<file path="src/design/iwd_pkg.sv">
package iwd_pkg;

  // ************************************************************
  // Host port decode
  // ************************************************************
  localparam logic [15:0] PORT_INDEX = 16'h002e;  // Index (address) port.
  localparam logic [15:0] PORT_DATA  = 16'h002f;  // Data port.

  // ************************************************************
  // Keys, indices and bank
  // ************************************************************
  localparam logic [7:0] KEY_UNLOCK = 8'h87;  // Written twice to open.
  localparam logic [7:0] KEY_LOCK   = 8'haa;  // Written once to close.
  localparam logic [7:0] REG_BANK   = 8'h07;  // bank_select index.
  localparam logic [7:0] REG_ACT    = 8'h30;  // watchdog_activate index.
  localparam logic [7:0] REG_UNIT   = 8'hf5;  // count_unit_config index.
  localparam logic [7:0] REG_COUNT  = 8'hf6;  // timeout_count index.
  localparam logic [7:0] REG_CTRL   = 8'hf7;  // control/status index.
  localparam logic [7:0] BANK_WDT   = 8'h08;  // Bank that holds the timer.
  localparam logic [7:0] ACT_ON     = 8'h01;  // Activation value.
  localparam logic [7:0] READ_IDLE  = 8'hff;  // Read answer while locked.
  localparam logic [7:0] READ_NONE  = 8'h00;  // Read of an empty index.

  // ************************************************************
  // Field positions and reset values
  // ************************************************************
  localparam int UNIT_MIN_BIT  = 3;  // 0 seconds, 1 minutes.
  localparam int UNIT_FAST_BIT = 4;  // Thousand times faster.
  localparam int CTRL_MOUSE    = 7;  // Mouse activity restarts.
  localparam int CTRL_KBD      = 6;  // Keyboard activity restarts.
  localparam int CTRL_FORCE    = 5;  // Force timeout, self clearing.
  localparam int CTRL_STATUS   = 4;  // Timeout seen, read only.
  localparam logic [7:0] RST_REG = 8'h00;  // Reset of every register.

  // ************************************************************
  // Timing
  // ************************************************************
  localparam int CLK_PERIOD_NS = 8;        // 125 MHz clock.
  localparam int MS_NS         = 1000000;  // One millisecond in ns.
  localparam int DIV_W         = 17;       // Divider counter width.
  localparam logic [DIV_W-1:0] CYC_PER_MS =
    DIV_W'(MS_NS / CLK_PERIOD_NS);
  // Unit lengths counted in millisecond ticks.
  localparam logic [DIV_W-1:0] LIM_MS   = 17'h00001;  // 1 ms.
  localparam logic [DIV_W-1:0] LIM_MMIN = 17'h0003c;  // 60 ms.
  localparam logic [DIV_W-1:0] LIM_SEC  = 17'h003e8;  // 1000 ms.
  localparam logic [DIV_W-1:0] LIM_MIN  = 17'h0ea60;  // 60000 ms.

  // ************************************************************
  // Types
  // ************************************************************
  // Key sequence state, one-hot.
  typedef enum logic [2:0] {
    IWD_LOCKED = 3'b001,
    IWD_HALF   = 3'b010,
    IWD_OPEN   = 3'b100
  } iwd_key_t;

  // One host I/O cycle, valid for one clock.
  typedef struct packed {
    logic        wr;
    logic        rd;
    logic [15:0] addr;
    logic [7:0]  wdata;
  } iwd_io_req_t;

  // Whole state of the watchdog top.
  typedef struct packed {
    iwd_key_t   key;
    logic [7:0] index;
    logic [7:0] bank;
    logic [7:0] act;
    logic [7:0] unit;
    logic [7:0] count;
    logic       mouse_en;
    logic       kbd_en;
    logic       status;
    logic [7:0] cnt;
    logic [7:0] rdata;
    logic       timeout;
  } iwd_state_t;

  // Whole state of a divider.
  typedef struct packed {
    logic [DIV_W-1:0] cnt;
    logic             tick;
  } iwd_div_state_t;

endpackage

</file>
<file path="src/design/iwd_div.sv">
`timescale 1ns/1ps

// ************************************************************
// Restartable divider producing a one-cycle tick
// ************************************************************
module iwd_div (
  // Clock and reset.
  input  wire logic                      clock,
  input  wire logic                      nrst,
  // Control.
  input  wire logic                      restart,
  input  wire logic                      en,
  input  wire logic [iwd_pkg::DIV_W-1:0] limit,
  // Output tick.
  output logic                           tick
);

  iwd_pkg::iwd_div_state_t s_r;    // Registered state.
  iwd_pkg::iwd_div_state_t s_nxt;  // Next state.

  // Count enabled cycles; wrap and tick after limit of them.
  // A restart realigns the phase so a fresh unit is always whole.
  always_comb
  begin
    s_nxt      = s_r;
    s_nxt.tick = 1'b0;
    if (restart)
    begin
      s_nxt.cnt = '0;
    end
    else if (en)
    begin
      if (s_r.cnt >= iwd_pkg::DIV_W'(limit - 17'h1))
      begin
        s_nxt.cnt  = '0;
        s_nxt.tick = 1'b1;
      end
      else
      begin
        s_nxt.cnt = iwd_pkg::DIV_W'(s_r.cnt + 17'h1);
      end
    end
  end

  // State register.
  always_ff @(posedge clock or negedge nrst)
  begin
    if (!nrst)
      s_r <= '0;
    else
      s_r <= s_nxt;
  end

  assign tick = s_r.tick;

endmodule

</file>
<file path="src/design/iwd_top.sv">
`timescale 1ns/1ps

// Notes on behaviour
// - Index port selects, data port transfers.
// - Two consecutive unlock key writes open access.
// - Lock key closes; data writes then ignored.
// - Bank value routes accesses to watchdog bank.
// - Timer active only when activation holds 01.
// - Unit bit 3 picks seconds or minutes.
// - Unit bit 4 makes ticks thousand times faster.
// - Count zero stops; 01 to FF units.
// - Expiry without restart asserts timeout output.
// - Count write reloads and restarts counter.
// - Keyboard enable bit lets keystrokes restart timer.
// - Force bit gives immediate timeout, self clears.
// - Status bit reads one after expiry.
// - Mouse enable bit lets mouse restart timer.

module iwd_top #(
  // Clock cycles in one millisecond; shorten for simulation.
  parameter logic [iwd_pkg::DIV_W-1:0] CYC_PER_MS = iwd_pkg::CYC_PER_MS
) (
  // Clock and reset.
  input  wire logic                 clock,
  input  wire logic                 nrst,
  // Host I/O port cycle.
  input  wire iwd_pkg::iwd_io_req_t io_req,
  output logic [7:0]                io_rdata,
  // Activity that may restart the timer.
  input  wire logic                 kbd_activity,
  input  wire logic                 mouse_activity,
  // Watchdog results.
  output logic                      wdt_timeout,
  output logic                      wdt_status
);

  // ************************************************************
  // State and decode
  // ************************************************************
  iwd_pkg::iwd_state_t     s_r;       // Registered state.
  iwd_pkg::iwd_state_t     s_nxt;     // Next state.
  logic                    ms_tick;   // One pulse per millisecond.
  logic                    unit_tick; // One pulse per counting unit.
  logic                    reload;    // Counter reloads this cycle.
  logic                    running;   // Counter may decrement.
  logic [iwd_pkg::DIV_W-1:0] unit_lim; // Milliseconds per unit.
  logic                    idx_wr;    // Index port write.
  logic                    dat_wr;    // Data port write.
  logic                    dat_rd;    // Data port read.
  logic                    idx_rd;    // Index port read.
  logic                    open;      // Configuration is unlocked.
  logic                    in_bank;   // Watchdog bank selected.
  logic                    cnt_wr;    // Write to the count register.
  logic                    force_wr;  // Write of the force bit.
  logic                    act_hit;   // Activity restart request.

  // Port decode. The index port takes an address, the data port
  // then moves the byte of whichever register was last indexed.
  always_comb
  begin
    idx_wr  = io_req.wr && (io_req.addr == iwd_pkg::PORT_INDEX);
    dat_wr  = io_req.wr && (io_req.addr == iwd_pkg::PORT_DATA);
    idx_rd  = io_req.rd && (io_req.addr == iwd_pkg::PORT_INDEX);
    dat_rd  = io_req.rd && (io_req.addr == iwd_pkg::PORT_DATA);
    open    = (s_r.key == iwd_pkg::IWD_OPEN);
    in_bank = (s_r.bank == iwd_pkg::BANK_WDT);
    cnt_wr  = dat_wr && open && in_bank &&
              (s_r.index == iwd_pkg::REG_COUNT);
    force_wr = dat_wr && open && in_bank &&
               (s_r.index == iwd_pkg::REG_CTRL) &&
               io_req.wdata[iwd_pkg::CTRL_FORCE];
  end

  // ************************************************************
  // Unit selection and dividers
  // ************************************************************
  // Pick the unit length in milliseconds from the unit register.
  always_comb
  begin
    unique case ({s_r.unit[iwd_pkg::UNIT_FAST_BIT],
                  s_r.unit[iwd_pkg::UNIT_MIN_BIT]})
      2'b00:   unit_lim = iwd_pkg::LIM_SEC;
      2'b01:   unit_lim = iwd_pkg::LIM_MIN;
      2'b10:   unit_lim = iwd_pkg::LIM_MS;
      default: unit_lim = iwd_pkg::LIM_MMIN;
    endcase
  end

  // Counting needs activation and a nonzero count.
  assign running = (s_r.act == iwd_pkg::ACT_ON) && (s_r.cnt != '0);
  // Either enabled source restarts an active, programmed timer.
  assign act_hit = (s_r.act == iwd_pkg::ACT_ON) &&
                   (s_r.count != '0) &&
                   ((s_r.kbd_en && kbd_activity) ||
                    (s_r.mouse_en && mouse_activity));
  assign reload = cnt_wr || act_hit;

  // Millisecond prescaler. Both dividers restart on reload so a
  // reload always grants one full unit before the first decrement.
  iwd_div u_ms_div (
    .clock   (clock),
    .nrst    (nrst),
    .restart (reload),
    .en      (running),
    .limit   (CYC_PER_MS),
    .tick    (ms_tick)
  );

  // Unit divider counts milliseconds into the selected unit.
  iwd_div u_unit_div (
    .clock   (clock),
    .nrst    (nrst),
    .restart (reload),
    .en      (running && ms_tick),
    .limit   (unit_lim),
    .tick    (unit_tick)
  );

  // ************************************************************
  // Next state
  // ************************************************************
  // Key sequence, register writes, read answers and the counter.
  always_comb
  begin
    s_nxt         = s_r;
    s_nxt.timeout = 1'b0;

    // Key sequence on the index port. Any other write between the
    // two unlock keys starts the sequence over.
    unique case (s_r.key)
      iwd_pkg::IWD_LOCKED:
      begin
        if (idx_wr && io_req.wdata == iwd_pkg::KEY_UNLOCK)
          s_nxt.key = iwd_pkg::IWD_HALF;
      end
      iwd_pkg::IWD_HALF:
      begin
        if (idx_wr && io_req.wdata == iwd_pkg::KEY_UNLOCK)
          s_nxt.key = iwd_pkg::IWD_OPEN;
        else if (io_req.wr)
          s_nxt.key = iwd_pkg::IWD_LOCKED;
      end
      iwd_pkg::IWD_OPEN:
      begin
        if (idx_wr && io_req.wdata == iwd_pkg::KEY_LOCK)
          s_nxt.key = iwd_pkg::IWD_LOCKED;
        else if (idx_wr)
          s_nxt.index = io_req.wdata;
      end
      default: s_nxt.key = iwd_pkg::IWD_LOCKED;
    endcase

    // Data port writes take effect only while open. The bank
    // select is always reachable; the timer needs the timer bank.
    if (dat_wr && open)
    begin
      if (s_r.index == iwd_pkg::REG_BANK)
        s_nxt.bank = io_req.wdata;
      else if (in_bank)
      begin
        unique case (s_r.index)
          iwd_pkg::REG_ACT:   s_nxt.act = io_req.wdata;
          iwd_pkg::REG_UNIT:  s_nxt.unit = io_req.wdata;
          iwd_pkg::REG_COUNT: s_nxt.count = io_req.wdata;
          iwd_pkg::REG_CTRL:
          begin
            s_nxt.mouse_en = io_req.wdata[iwd_pkg::CTRL_MOUSE];
            s_nxt.kbd_en   = io_req.wdata[iwd_pkg::CTRL_KBD];
          end
          default: s_nxt.act = s_r.act;
        endcase
      end
    end

    // Read answers appear one clock after the read strobe.
    if (dat_rd || idx_rd)
    begin
      if (!open)
        s_nxt.rdata = iwd_pkg::READ_IDLE;
      else if (idx_rd)
        s_nxt.rdata = s_r.index;
      else if (s_r.index == iwd_pkg::REG_BANK)
        s_nxt.rdata = s_r.bank;
      else if (!in_bank)
        s_nxt.rdata = iwd_pkg::READ_NONE;
      else
      begin
        unique case (s_r.index)
          iwd_pkg::REG_ACT:   s_nxt.rdata = s_r.act;
          iwd_pkg::REG_UNIT:  s_nxt.rdata = s_r.unit;
          iwd_pkg::REG_COUNT: s_nxt.rdata = s_r.count;
          // The force bit always reads back as zero, since it
          // is not held in any register; a write acts in its own cycle only.
          iwd_pkg::REG_CTRL:
          begin
            s_nxt.rdata = iwd_pkg::READ_NONE;
            s_nxt.rdata[iwd_pkg::CTRL_MOUSE]  = s_r.mouse_en;
            s_nxt.rdata[iwd_pkg::CTRL_KBD]    = s_r.kbd_en;
            s_nxt.rdata[iwd_pkg::CTRL_STATUS] = s_r.status;
          end
          default:            s_nxt.rdata = iwd_pkg::READ_NONE;
        endcase
      end
    end

    // Counter. A count write loads the new value, an activity
    // restart the programmed one; zero leaves the timer stopped.
    if (cnt_wr)
    begin
      s_nxt.cnt    = io_req.wdata;
      s_nxt.status = 1'b0;
    end
    else if (act_hit)
      s_nxt.cnt = s_r.count;
    else if (running && unit_tick)
    begin
      s_nxt.cnt = 8'(s_r.cnt - 8'h01);
      if (s_r.cnt == 8'h01)
      begin
        s_nxt.timeout = 1'b1;
        s_nxt.status  = 1'b1;
      end
    end

    // Forced timeout; placed last so a set beats a same-cycle clear.
    if (force_wr)
    begin
      s_nxt.timeout = 1'b1;
      s_nxt.status  = 1'b1;
    end
  end

  // ************************************************************
  // State register
  // ************************************************************
  // Reset leaves the ports locked and the timer inactive.
  always_ff @(posedge clock or negedge nrst)
  begin
    if (!nrst)
    begin
      s_r       <= '0;
      s_r.key   <= iwd_pkg::IWD_LOCKED;
      s_r.rdata <= iwd_pkg::READ_IDLE;
    end
    else
      s_r <= s_nxt;
  end

  assign io_rdata    = s_r.rdata;
  assign wdt_timeout = s_r.timeout;
  assign wdt_status  = s_r.status;
endmodule

</file>
<file path="config.mk">
export PLATFORM = sky130hd
export DESIGN_NAME = iwd_top
export DESIGN_NICKNAME = d
export VERILOG_FILES = /design/src/design/iwd_pkg.sv /design/src/design/iwd_div.sv /design/src/design/iwd_top.sv
export SDC_FILE = /design/constraint.sdc
export NUM_CORES = 1
export LEC_CHECK = 0
export ABC_AREA = 1
export BUFFER_PORTS_ARGS = -buffer_cell sky130_fd_sc_hd__buf_2
export CAP_MARGIN = 0
export CORE_UTILIZATION = 45
export CTS_CLUSTER_SIZE = 25
export DETAILED_ROUTE_END_ITERATION = 10
export MAX_ROUTING_LAYER = met4
export SLEW_MARGIN = 20
export SYNTH_ARGS = -nofsm -noshare
export SYNTH_HDL_FRONTEND = slang
export SYNTH_SLANG_ARGS = --single-unit
export TNS_END_PERCENT = 1
</file>
<file path="constraint.sdc">
create_clock -name clock -period 3.23 [get_ports clock]
set_clock_uncertainty 0.05 [all_clocks]
set_input_delay 0.1615 -clock clock [delete_from_list [all_inputs] [get_ports clock]]
set_output_delay 0.1615 -clock clock [all_outputs]
set_load 0.01 [all_outputs]
</file>
* Word level (Yosys, flattened, before mapping)
Cells that the tools add are included.
Widths: inputs -> output; s select.
** Word-level totals
- Output and inout port bits :: 10
- Register bits :: 99
- Input port bits :: 30
** Operators by class
- Reduce and logical (&&, ||, !) cells :: 37
- Bitwise operators :: 2
- $add $sub $neg :: 4
- Equality and inequality tests :: 21
- Magnitude comparators :: 2
- Multiplexer cells :: 32
** Operators by type and width (count)
- $mux 17 :: 4
- $pmux 16 s3 :: 1
- $eq 8x8->1 const B :: 5
- $mux 8 :: 5
- $mux 18 :: 2
- $add 17x1->17 const B :: 2
- $eq 16x6->1 const B :: 2
- $pmux 8 s4 :: 1
- $logic_and 1x1->1 :: 18
- $mux 9 :: 2
- $ge 17x17->1 :: 1
- $ge 17x17->1 const B :: 1
- $sub 16x1->17 const B :: 1
- $eq 8x1->1 const B :: 2
- $reduce_and 4->1 :: 4
- $reduce_bool 8->1 :: 2
- $mux 1 :: 12
- $mux 3 :: 4
- $pmux 3 s3 :: 1
- $reduce_and 3->1 :: 3
- $reduce_bool 3->1 :: 3
- $eq 8x3->1 const B :: 1
- $eq 8x4->1 const B :: 1
- $eq 8x6->1 const B :: 1
- 14 further kinds :: 19

* Depth between registers and ports, before layout
Gate-level depths: netlist (run 1).
- Depth in word-level cells :: 8
- Mapped depth :: 16
- Gate-level depth less buffers :: 15

* Hierarchy
A second synthesis (run 1) with hierarchy kept.
** Second synthesis, totals
- Cell total of the unflattened synthesis :: 1160
- Area total of the unflattened synthesis :: 8065.2 µm²
** Modules (own cells, without submodules)
- iwd_top :: area each 4159.0 µm², instances 1, cells each 556
- iwd_div :: area each 1953.1 µm², instances 2, cells each 302

* Worst setup path after synthesis (run 1)
Ideal clock, no wire load.
- Kind :: register -> register
- Start point :: reg s_r[31] (netlist name)
- End point :: reg u_unit_div.s_r[14] (netlist name)
- Library setup time :: 0.117 ns
- Slack :: 0.910 ns
- Data arrival time :: 2.153 ns
- Required time :: 3.063 ns
- Cell stages (with the launch flop) :: 15
- Cells stage by stage :: dfrtp_1 inv_1 ha_1 xor2_1 ha_1 nand2_1 nor2_1 nand2_1 nor2_1 nand2_1 nand4_1 clkbuf_1 nor2_1 nand2_1 nand2_1
** Between the ends
- Longest elaborated chain between the ends :: 7
- Elaborated cells between the ends (all ways) :: 9
- Classes of those cells :: 1 x add/sub; 1 x order compare; 2 x eq/ne; 4 x mux; 1 x reduce/logical
** RTL lines
- start: declaration :: RTL line iwd_top.sv:40 : iwd_pkg::iwd_state_t s_r;
- start signal: assignment :: RTL line iwd_top.sv:246 : s_r <= s_nxt;
- $eq 2x2->1 (tied with other cells) :: RTL line iwd_top.sv:80 : unique case ({s_r.unit[iwd_pkg::UNIT_FAST_BIT],
- $pmux 16 s3 * :: RTL line iwd_top.sv:80
- $sub 16x1->17 * :: RTL line iwd_div.sv:33 : if (s_r.cnt >= iwd_pkg::DIV_W'(limit - 17'h1))
- $ge 17x17->1 * :: RTL line iwd_div.sv:33
- $mux 17 * :: RTL line iwd_div.sv:33
- $mux 18 * :: RTL line iwd_div.sv:31 : else if (en)
- $mux 17 * :: RTL line iwd_div.sv:27 : if (restart)
- end signal: assignment :: RTL line iwd_div.sv:51 : s_r <= s_nxt;
- end: declaration :: RTL line iwd_div.sv:18 : iwd_pkg::iwd_div_state_t s_r;
Every way passes the cells marked *; elsewhere a longest branch is shown, timed or not. The select of a mux whose other input is x is not followed.
A chain may end at the register's enable or synchronous reset.

* Worst setup path after layout (run 1)
- Start point :: reg s_r[32] (netlist name)
- End point :: reg u_unit_div.s_r[4] (netlist name)
The elaborated chain is that of the path after synthesis.

==> results of run 1 <==
## area by class of cell
cell class,count,area share
Sequential cell,99,0.322
Multi-Input combinational cell,795,0.524
Inverter,90,0.0440
Timing Repair Buffer,49,0.0356
Clock buffer,9,0.0291
Tap cell,211,0.0341
Clock inverter,7,0.0113
## power breakdown
group          internal, uW  switching, uW
clock                   624            558
sequential             1240         0.0909
combinational          23.8           64.4
## path summary, 6_finish.rpt
path / from / end / slack [ns] / cells after the start
setup / recovery: s_r[32] / u_unit_div.s_r[4] / 0.86 / 14
hold / removal: io_req[6] / s_r[15] / 0.10 / 5
setup reg to reg: s_r[32] / u_unit_div.s_r[4] / 0.86 / 14
hold reg to reg: s_r[45] / s_r[45] / 0.44 / 2
max in group asynchronous: nrst / s_r[60] / 1.89 / 3
min in group asynchronous: nrst / u_unit_div.s_r[12] / 0.36 / 2
## placed cells by master (no fill, tap or decap), types with 3 or more instances in the layout
cell type	Yosys	routed
inv_1	84	84
inv_6	0	4
nand3_2	5	5
xnor2_1	7	7
nand3_1	81	81
nand2_1	309	309
ha_1	28	28
nor3_2	3	3
nand4_1	98	98
o21ai_0	25	25
nand3b_1	3	3
a21oi_1	14	14
dfstp_2	9	9
nor3_1	9	9
or2_2	5	5
inv_2	5	5
xor2_1	9	9
buf_2	14	38
nand2_2	3	3
nor2_1	116	116
o21bai_1	5	5
clkbuf_16	0	9
nor2_4	6	6
conb_1	1	3
dfrtp_1	90	90
buf_4	14	10
nor2_2	9	9
o21ai_1	44	44
## cells by family (layout without fill, tap and decap cells)
family | Yosys count | after routing | synth area share
xor+xnor | 16 | 16 | 0.0197
compound gates | 92 | 92 | 0.0679
other cells | 1 | 3 | 0.000526
buf+inv | 130 | 155 | 0.0840
simple gates | 656 | 656 | 0.430
fa+ha+maj | 28 | 28 | 0.0491
flops | 99 | 99 | 0.349
## state kept, by name, summed over array words and instances, names as in the netlist
name / flops
u_unit_div.s_r: 17
s_r: 53
u_ms_div.s_r: 17
wdt_status: 1
u_ms_div.tick: 1
u_unit_div.tick: 1
wdt_timeout: 1
io_rdata: 8
## through the flow
stage	hold WS (ns)	cell area (um2)
2_1_floorplan	-0.184	7140
3_3_place_gp	0.266	7410
3_5_place_dp	0.266	7410
4_1_cts	0.0909	7730
5_1_grt	0.135	7730
6_report	0.103	7730
## metal layers
metal / up-vias / GRT usage / part of all wire
li1: 3431 / - / -
met5: - / - / 0
met3: 23 / 0.0430 / 0.039
met4: 0 / 0.0692 / 0.018
met2: 122 / 0.415 / 0.47
met1: 3101 / 0.336 / 0.47
## tightest hold or removal path: cells and delay by family
family        cells  cell delay [ns]
buf+inv           1             0.11
simple gates      4             0.22
==> impl_metrics.csv, run 1 <==
group,metric,value,unit
floorplan,die_w,128,um
setup_path,worstPathCellList,"inv_1 > ha_1 > inv_1 > ha_1 > nand2_1 > nor2_1 > nand2_1 > inv_1 > nand4_1 > nand4_1 > buf_4 > nor2_1 > nand2_1 > nand2_1",
finish,fillCellCount,1612,
clock_network,cts_hold_buf,1,
setup_path,cp_num_buf_inv,4,
route,drt_wl_total,19.0,mm
clock_network,cts_root_buffer,"clkbuf_16",
timing,setup_ws,0.863,ns
floorplan,num_rows,45,
clock_network,cts_tree,"built",
logic_synthesis,synth-edff-count,0,
timing,hold_viol,0,
logic_synthesis,yosys_warnings,0,
outcome,status,"finished, final reports clean",
clock_network,clock_latency,0.37,ns
timing,slew_violations,0,
placement,place_hpwl,13.7,mm
floorplan,initial_core_util,0.466,
route,avgRoutedWirePerCell,15.0,um
logic_synthesis,ys_top_cells_by_count,"309 x nand2_1, 116 x nor2_1, 98 x nand4_1",
worst_hold_path,hold_path.class,"input pin to flop",
grt,grt_max_degree,62,
setup_path,crit_family,"simple AND/OR/NAND/NOR gates",
floorplan,die_h,128,um
clock_network,cts.repair.resized,0,
setup_path,worstPathArrival,2.57,ns
finish,diodes,0,
logic_synthesis,ys_seq_area_frac,0.349,
grt,grt_pass1_wl,32.2,mm
grt,grt_pass1_vias,6314,
floorplan,fp.coreArea,15300,um2
timing,min_period,2.37,ns
setup_path,cp_common_cell,"nand2_1",
clock_network,cts.clk_slew.worst_paths,0.08,ns
setup_path,cp.required,3.43,ns
floorplan,die_area,16400,um2
route,drc,0,
floorplan,top_level_ports,40,
logic_synthesis,avgSynthCellArea,6.98,um2
timing,tightestPinTransition,0.845,ns
logic_synthesis,netlist_area,7130,um2
setup_path,cp-end-kind,"flop",
timing,fin_crit_sh,0.733,
placement,place_congestion,0.897,
timing,rsz0062_at_grt,"false",
power,total_power,2510,uW
logic_synthesis,yosys_most_used_dff,"dfrtp_1",
logic_synthesis,async_flop_share,1.00,
placement,dp.cells,1243,
timing,fin_tns_setup,0,ns
logic_synthesis,yosysUniqueCellTypes,42,
finish,fin_cells,1260,
clock_network,cts_buffers,9,
logic_synthesis,syn-instance-count,1022,
clock_network,clk_path_buf_depth,2,
logic_synthesis,synth.area.top_cells,"dfrtp_1 32%, nand2_1 16%, nand4_1 8.6%",
clock_network,cts_htree_levels,3,
finish,multiInputGateArea,4050,um2
logic_synthesis,yosysTopAreaCellShare,0.316,
route,dr.pass1.iters,5,
finish,regArea,2490,um2
logic_synthesis,synth_top_cell_by_area,"dfrtp_1",
finish,final_util,0.505,
logic_synthesis,ys_seq_elements,99,
placement,numPortBuffers,39,
setup_path,slowest_stage,"dfrtp_1",
clock_network,clock-sinks,99,
grt,antenna_found_initial,0,
power,power.leakage,0.00396,uW
power,p_per_area,325,nW/um2
finish,final_nets,1102,
setup_path,start_kind,"flop",
grt,grt_use_total,0.258,
timing,max_clock_freq,422,MHz
route,vias,6677,
grt,grt_overflow,0,
route,ant_nets,0,
finish,drive_gt1_frac,0.112,
setup_path,max_stage_delay,0.43,ns
placement,dpl_worst_slack,0.855,ns
timing,setup_viol_count_final,0,
clock_network,postCtsSetupRepairBufs,0,
finish,syn_to_final_growth,8.42,%
power,vdd_drop_max,0.000266,V
timing,relSlewSlack,0.437,
route,via_per_inst,5.30,
setup_path,crit_fanout,18,
route,drt-initial-drc-count,414,
logic_synthesis,synth_most_common_cell,"nand2_1",
setup_path,setup.worst_path.class,"flop to flop",
flow_run,drv_cap,0,
(Power assumes the default switching activity.)
==> run 2, diff against run 1 <==
Clock period 3.23 ns to 2.1 ns, I/O delays scaled along.
==> impl_metrics.csv, run 2 (synthesis gave the netlist of run 1 again) <==
group,metric,value,unit
floorplan,num_rows,45,
finish,largest_reg_flops,53,
timing,setup_viol_count_final,18,
worst_hold_path,worstHoldPathCells,4,
finish,top_register,"s_r",
grt,grt_use_total,0.262,
finish,drive_gt1_frac,0.163,
setup_path,setup.worst_path.start,"s_r[31]",
floorplan,die_h,128,um
worst_hold_path,holdCritStartpoint,"io_req[25]",
route,vias,6989,
setup_path,crit_fanout,5,
floorplan,fp.coreArea,15300,um2
clock_network,clock-sinks,99,
clock_network,cts_tree,"built",
route,via_per_inst,5.37,
finish,reg.largest.list,"s_r: 53 flops, u_ms_div.s_r: 17 flops, u_unit_div.s_r: 17 flops",
route,drc,0,
power,power.leakage,0.00416,uW
clock_network,clock_latency,0.36,ns
clock_network,cts_htree_levels,3,
power,vdd_drop_max,0.000571,V
timing,min_period,2.28,ns
timing,hold_viol,0,
power,p_per_area,450,nW/um2
route,dr.pass1.iters,5,
placement,place_congestion,0.857,
timing,slew_violations,0,
placement,placed_cell_area,7720,um2
setup_path,worstPathArrival,2.53,ns
route,ant_nets,0,
placement,dp.cells,1279,
setup_path,cp-end-kind,"flop",
floorplan,die_w,128,um
placement,numPortBuffers,39,
grt,grt_overflow,0,
grt,grt_pass1_wl,32.7,mm
outcome,status,"finished, violations left",
finish,multiInputGateArea,4150,um2
finish,syn_to_final_growth,14.7,%
finish,mostFrequentLayoutCells,"309 x nand2_1, 103 x nor2_1, 98 x nand4_1",
clock_network,cts_buffers,9,
setup_path,start_kind,"flop",
timing,fin_crit_sh,1.09,
finish,fillCellCount,1563,
floorplan,top_level_ports,40,
floorplan,initial_core_util,0.466,
route,drt-initial-drc-count,649,
grt,grt_pass1_vias,6341,
timing,setup_ws,-0.183,ns
setup_path,r2r_slack,-0.18,ns
finish,final_cell_area,8180,um2
setup_path,setup.worst_path.class,"flop to flop",
finish,regArea,2490,um2
timing,relSlewSlack,0.635,
grt,grt_max_degree,55,
clock_network,cts.clk_slew.worst_paths,0.07,ns
route,avgRoutedWirePerCell,15.3,um
setup_path,ff2ff_path_depth,17,
route,drt_wl_total,19.9,mm
timing,rsz0062_at_grt,"true",
timing,max_clock_freq,438,MHz
floorplan,die_area,16400,um2
setup_path,r2r-end,"u_unit_div.s_r[11]",
clock_network,clk_path_buf_depth,2,
finish,fin_cells,1302,
timing,tightestPinTransition,0.546,ns
placement,place_hpwl,14.4,mm
finish,final_nets,1143,
finish,final_common_cell,"nand2_1",
finish,final_util,0.534,
setup_path,rr_startpoint,"s_r[31]",
worst_hold_path,hold_path.class,"input pin to flop",
outcome,violations,"negative setup slack",
grt,antenna_found_initial,1,
setup_path,cp.required,2.34,ns
worst_hold_path,min_delay_worst_endpoint,"s_r[60]",
flow_run,drv_cap,0,
clock_network,cts_root_buffer,"clkbuf_16",
[run 2: cell count changes in the layout (fill, tap and decap cells not counted), moves of 3 or more]
cell | before | now
inv_6 | 4 | 0
ha_1 | 28 | 24
nor2_2 | 9 | 22
buf_4 | 10 | 44
ha_4 | 0 | 4
nor2_1 | 116 | 103
buf_6 | 0 | 3
[run 2: worst max-delay path, stage by stage, from the launching register on]
cell and delay [ns]:
dfrtp_2 0.48, inv_4 0.07, ha_4 0.16, xor2_1 0.16
ha_1 0.31, nand2_1 0.08, nand2_1 0.04, nand2_1 0.05
nand2_1 0.05, nand2_1 0.05, nand2_1 0.05, nand2_1 0.05
nand4_1 0.11, buf_6 0.16, clkbuf_16 0.15, nor2_1 0.08
nand2_1 0.06, nand2_1 0.07
[run 2: how the worst max path moves through the flow]
stage / slack [ns] / depth (start not counted) / end
after detailed placement: -0.16 / 14 / u_unit_div.s_r[9]
after CTS: -0.15 / 14 / u_unit_div.s_r[17]
final: -0.18 / 17 / u_unit_div.s_r[11]
after global routing: -0.35 / 17 / u_unit_div.s_r[1]
after global placement: -0.1 / 14 / u_unit_div.s_r[10]
after floorplan: -0.09 / 16 / u_unit_div.s_r[14]
[run 2: layer usage]
metal	vias to the layer above	GRT usage	wire, um
li1	3535	-	-
met1	3277	0.371	9740
met4	0	0.0761	241
met5	-	-	0
met3	18	0.0342	778
met2	159	0.392	9120
[run 2: metrics by stage]
stage / setup TNS, ns / total power, uW / hold slack [ns] / worst slack (ns)
after global routing: -5.84 / 3790 / 0.101 / -0.350
after global placement: -1.69 / 2090 / -0.00726 / -0.0980
after detailed placement: -2.66 / 2090 / -0.00703 / -0.156
after floorplan: -0.898 / 1980 / -0.241 / -0.0899
final: -2.84 / 3680 / 0.0573 / -0.183
after CTS: -2.46 / 3690 / 0.0568 / -0.152
[run 2: area by class of cell]
class	instances	area share
diodes	1	0.000306
flip-flops and latches	99	0.305
inverters	90	0.0422
clock inverters	4	0.00336
clock buffers	12	0.0301
well taps	211	0.0323
repair buffers	90	0.0800
multi-input cells	795	0.507
[run 2: report_power, final]
group	switching [uW]	leakage [uW]	total (uW)	internal, uW
combinational	107	0.00285	162	54.8
sequential	0.147	0.00118	1910	1910
clock	774	0.000137	1610	839
total	881	0.00416	3680	2800
[run 2: what timing repair did]
item	CTS	global route
resized for setup	1	23
hold buffers	1	0
pin swaps	0	11
hold endpoints to repair	26	0
setup endpoints to repair	18	34
buffers inserted	0	2
cloned	0	3
==> run 3, diff against run 2 <==
Settings changed: CORE_MARGIN from default to 2.
==> impl_metrics.csv, run 3 (synthesis gave the netlist of run 1 again) <==
group,metric,value,unit
timing,rsz0062_at_grt,"true",
setup_path,start_kind,"flop",
floorplan,num_rows,46,
setup_path,cp-end-kind,"flop",
clock_network,cts_buffers,9,
worst_hold_path,hold_path.class,"input pin to flop",
outcome,status,"finished, violations left",
grt,antenna_found_initial,0,
power,p_per_area,471,nW/um2
timing,fin_tns_setup,-2.88,ns
setup_path,worstPathArrival,2.56,ns
grt,grt_overflow,0,
grt,grt_max_degree,54,
setup_path,setup.worst_path.class,"flop to flop",
setup_path,ff2ff_path_depth,17,
finish,drive_gt1_frac,0.173,
setup_path,slowest_stage,"dfrtp_2",
finish,fin_cells,1305,
grt,grt_pass1_wl,32.5,mm
floorplan,fp.coreArea,15700,um2
grt,grt_pass1_vias,6434,
timing,slew_violations,0,
placement,place_congestion,0.872,
finish,top_register,"s_r",
route,avgRoutedWirePerCell,15.0,um
flow_run,drv_cap,0,
clock_network,cts_htree_levels,3,
clock_network,cts.clk_slew.worst_paths,0.08,ns
finish,reg.largest.list,"s_r: 53 flops, u_ms_div.s_r: 17 flops, u_unit_div.s_r: 17 flops",
outcome,violations,"negative setup slack",
power,power.leakage,0.00421,uW
placement,numPortBuffers,39,
floorplan,initial_core_util,0.454,
power,vdd_drop_max,0.000462,V
route,vias,6933,
finish,largest_reg_flops,53,
setup_path,cp_num_buf_inv,3,
route,ant_nets,0,
floorplan,die_area,16900,um2
clock_network,clock_latency,0.36,ns
finish,syn_to_final_growth,17.2,%
placement,place_hpwl,14.1,mm
setup_path,crit_family,"simple AND/OR/NAND/NOR gates",
finish,final_nets,1142,
finish,mostFrequentLayoutCells,"309 x nand2_1, 102 x nor2_1, 98 x nand4_1",
route,drt_wl_total,19.6,mm
finish,final_common_cell,"nand2_1",
finish,diodes,0,
route,dr.pass1.iters,7,
floorplan,die_w,130,um
setup_path,cp.required,2.35,ns
timing,fin_crit_sh,1.10,
finish,regArea,2490,um2
clock_network,cts_root_buffer,"clkbuf_16",
setup_path,cp_common_cell,"nand2_1",
setup_path,cp.depth,17,
clock_network,clk_path_buf_depth,2,
clock_network,clock-sinks,99,
finish,multiInputGateArea,4240,um2
setup_path,crit_fanout,5,
route,drt-initial-drc-count,591,
floorplan,die_h,130,um
setup_path,max_stage_delay,0.46,ns
clock_network,cts_tree,"built",
timing,tightestPinTransition,0.507,ns
timing,min_period,2.31,ns
grt,grt_use_total,0.250,
timing,setup_ws,-0.205,ns
timing,hold_viol,0,
route,via_per_inst,5.31,
route,drc,0,
setup_path,worstPathCellList,"inv_4 > ha_4 > xor2_1 > ha_1 > nand2_1 > nand2_1 > nand2_1 > nand2_1 > nand2_1 > nand2_1 > nand2_1 > nand4_1 > buf_6 > clkbuf_16 > nor2_1 > nand2_1 > nand2_1",
placement,dp.cells,1281,
timing,setup_viol_count_final,18,
floorplan,top_level_ports,40,
timing,max_clock_freq,434,MHz
finish,fillCellCount,1566,
worst_hold_path,worstHoldPathCells,4,
timing,relSlewSlack,0.660,
## run 3: cell types whose count changed in the layout (fill, tap and decap cells not counted), sizes merged
cell      previous run  this run
clkbuf              14        11
clkinvlp             0         1
clkinv               4         2
inv                 90        92
diode                1         0
buf                 87        86
bufinv               0         2
## run 3: final timing paths
kind	startpoint	to	slack, ns
worst max register to register	s_r[31]	u_unit_div.s_r[9]	-0.21
max in group asynchronous	nrst	u_unit_div.s_r[6]	1.21
worst max-delay path	s_r[31]	u_unit_div.s_r[9]	-0.21
min in group asynchronous	nrst	s_r[14]	0.12
worst min-delay path	io_req[25]	s_r[60]	0.06
worst min register to register	s_r[34]	s_r[34]	0.44
## run 3: through the flow
step / setup WS [ns] / utilization / cell area [um2] / hold WS [ns] / total power, uW
floorplan: -0.0899 / - / 7170 / -0.241 / 1980
global placement: -0.0737 / 0.492 / 7730 / -0.0368 / 2090
detailed placement: -0.110 / 0.492 / 7730 / -0.0375 / 2090
CTS: -0.116 / 0.514 / 8080 / 0.0517 / 3960
global route: -0.340 / 0.532 / 8350 / 0.109 / 4060
finish: -0.205 / 0.532 / 8350 / 0.0616 / 3930
## run 3: tightest hold or removal path, delay by kind of cell
family                 cells  cell delay, ns
buffers and inverters      1            0.12
and+or+nand+nor            3            0.24
## run 3: report_power, final
| group | internal [uW] | switching [uW] | leakage (uW) |
|---|---|---|---|
| clock network | 1050 | 806 | 0.000156 |
| registers | 1910 | 0.160 | 0.00118 |
| logic | 56.4 | 110 | 0.00287 |
## run 3: repair_timing
action / CTS / global route
endpoints found under the setup margin: 18 / 32
resized for setup: 2 / 35
endpoints found under the hold margin: 70 / 0
cloned: 0 / 3
setup buffers: 0 / 4
hold buffers: 1 / 0
pin swaps: 0 / 16
## run 3: metal layers
| metal | vias to the layer above | routed length (um) | global-route usage |
|---|---|---|---|
| met5 | - | 0 | - |
| met4 | 0 | 337 | 0.0626 |
| met3 | 26 | 739 | 0.0332 |
| met2 | 177 | 9530 | 0.405 |
| met1 | 3215 | 8950 | 0.332 |
| li1 | 3515 | - | - |
## run 3: final cells by class
type	count	area share
Clock inverter	7	0.0118
Inverter	90	0.0413
Clock buffer	9	0.0270
Tap cell	216	0.0323
Sequential cell	99	0.298
Timing Repair Buffer	89	0.0815
Multi-Input combinational cell	795	0.508
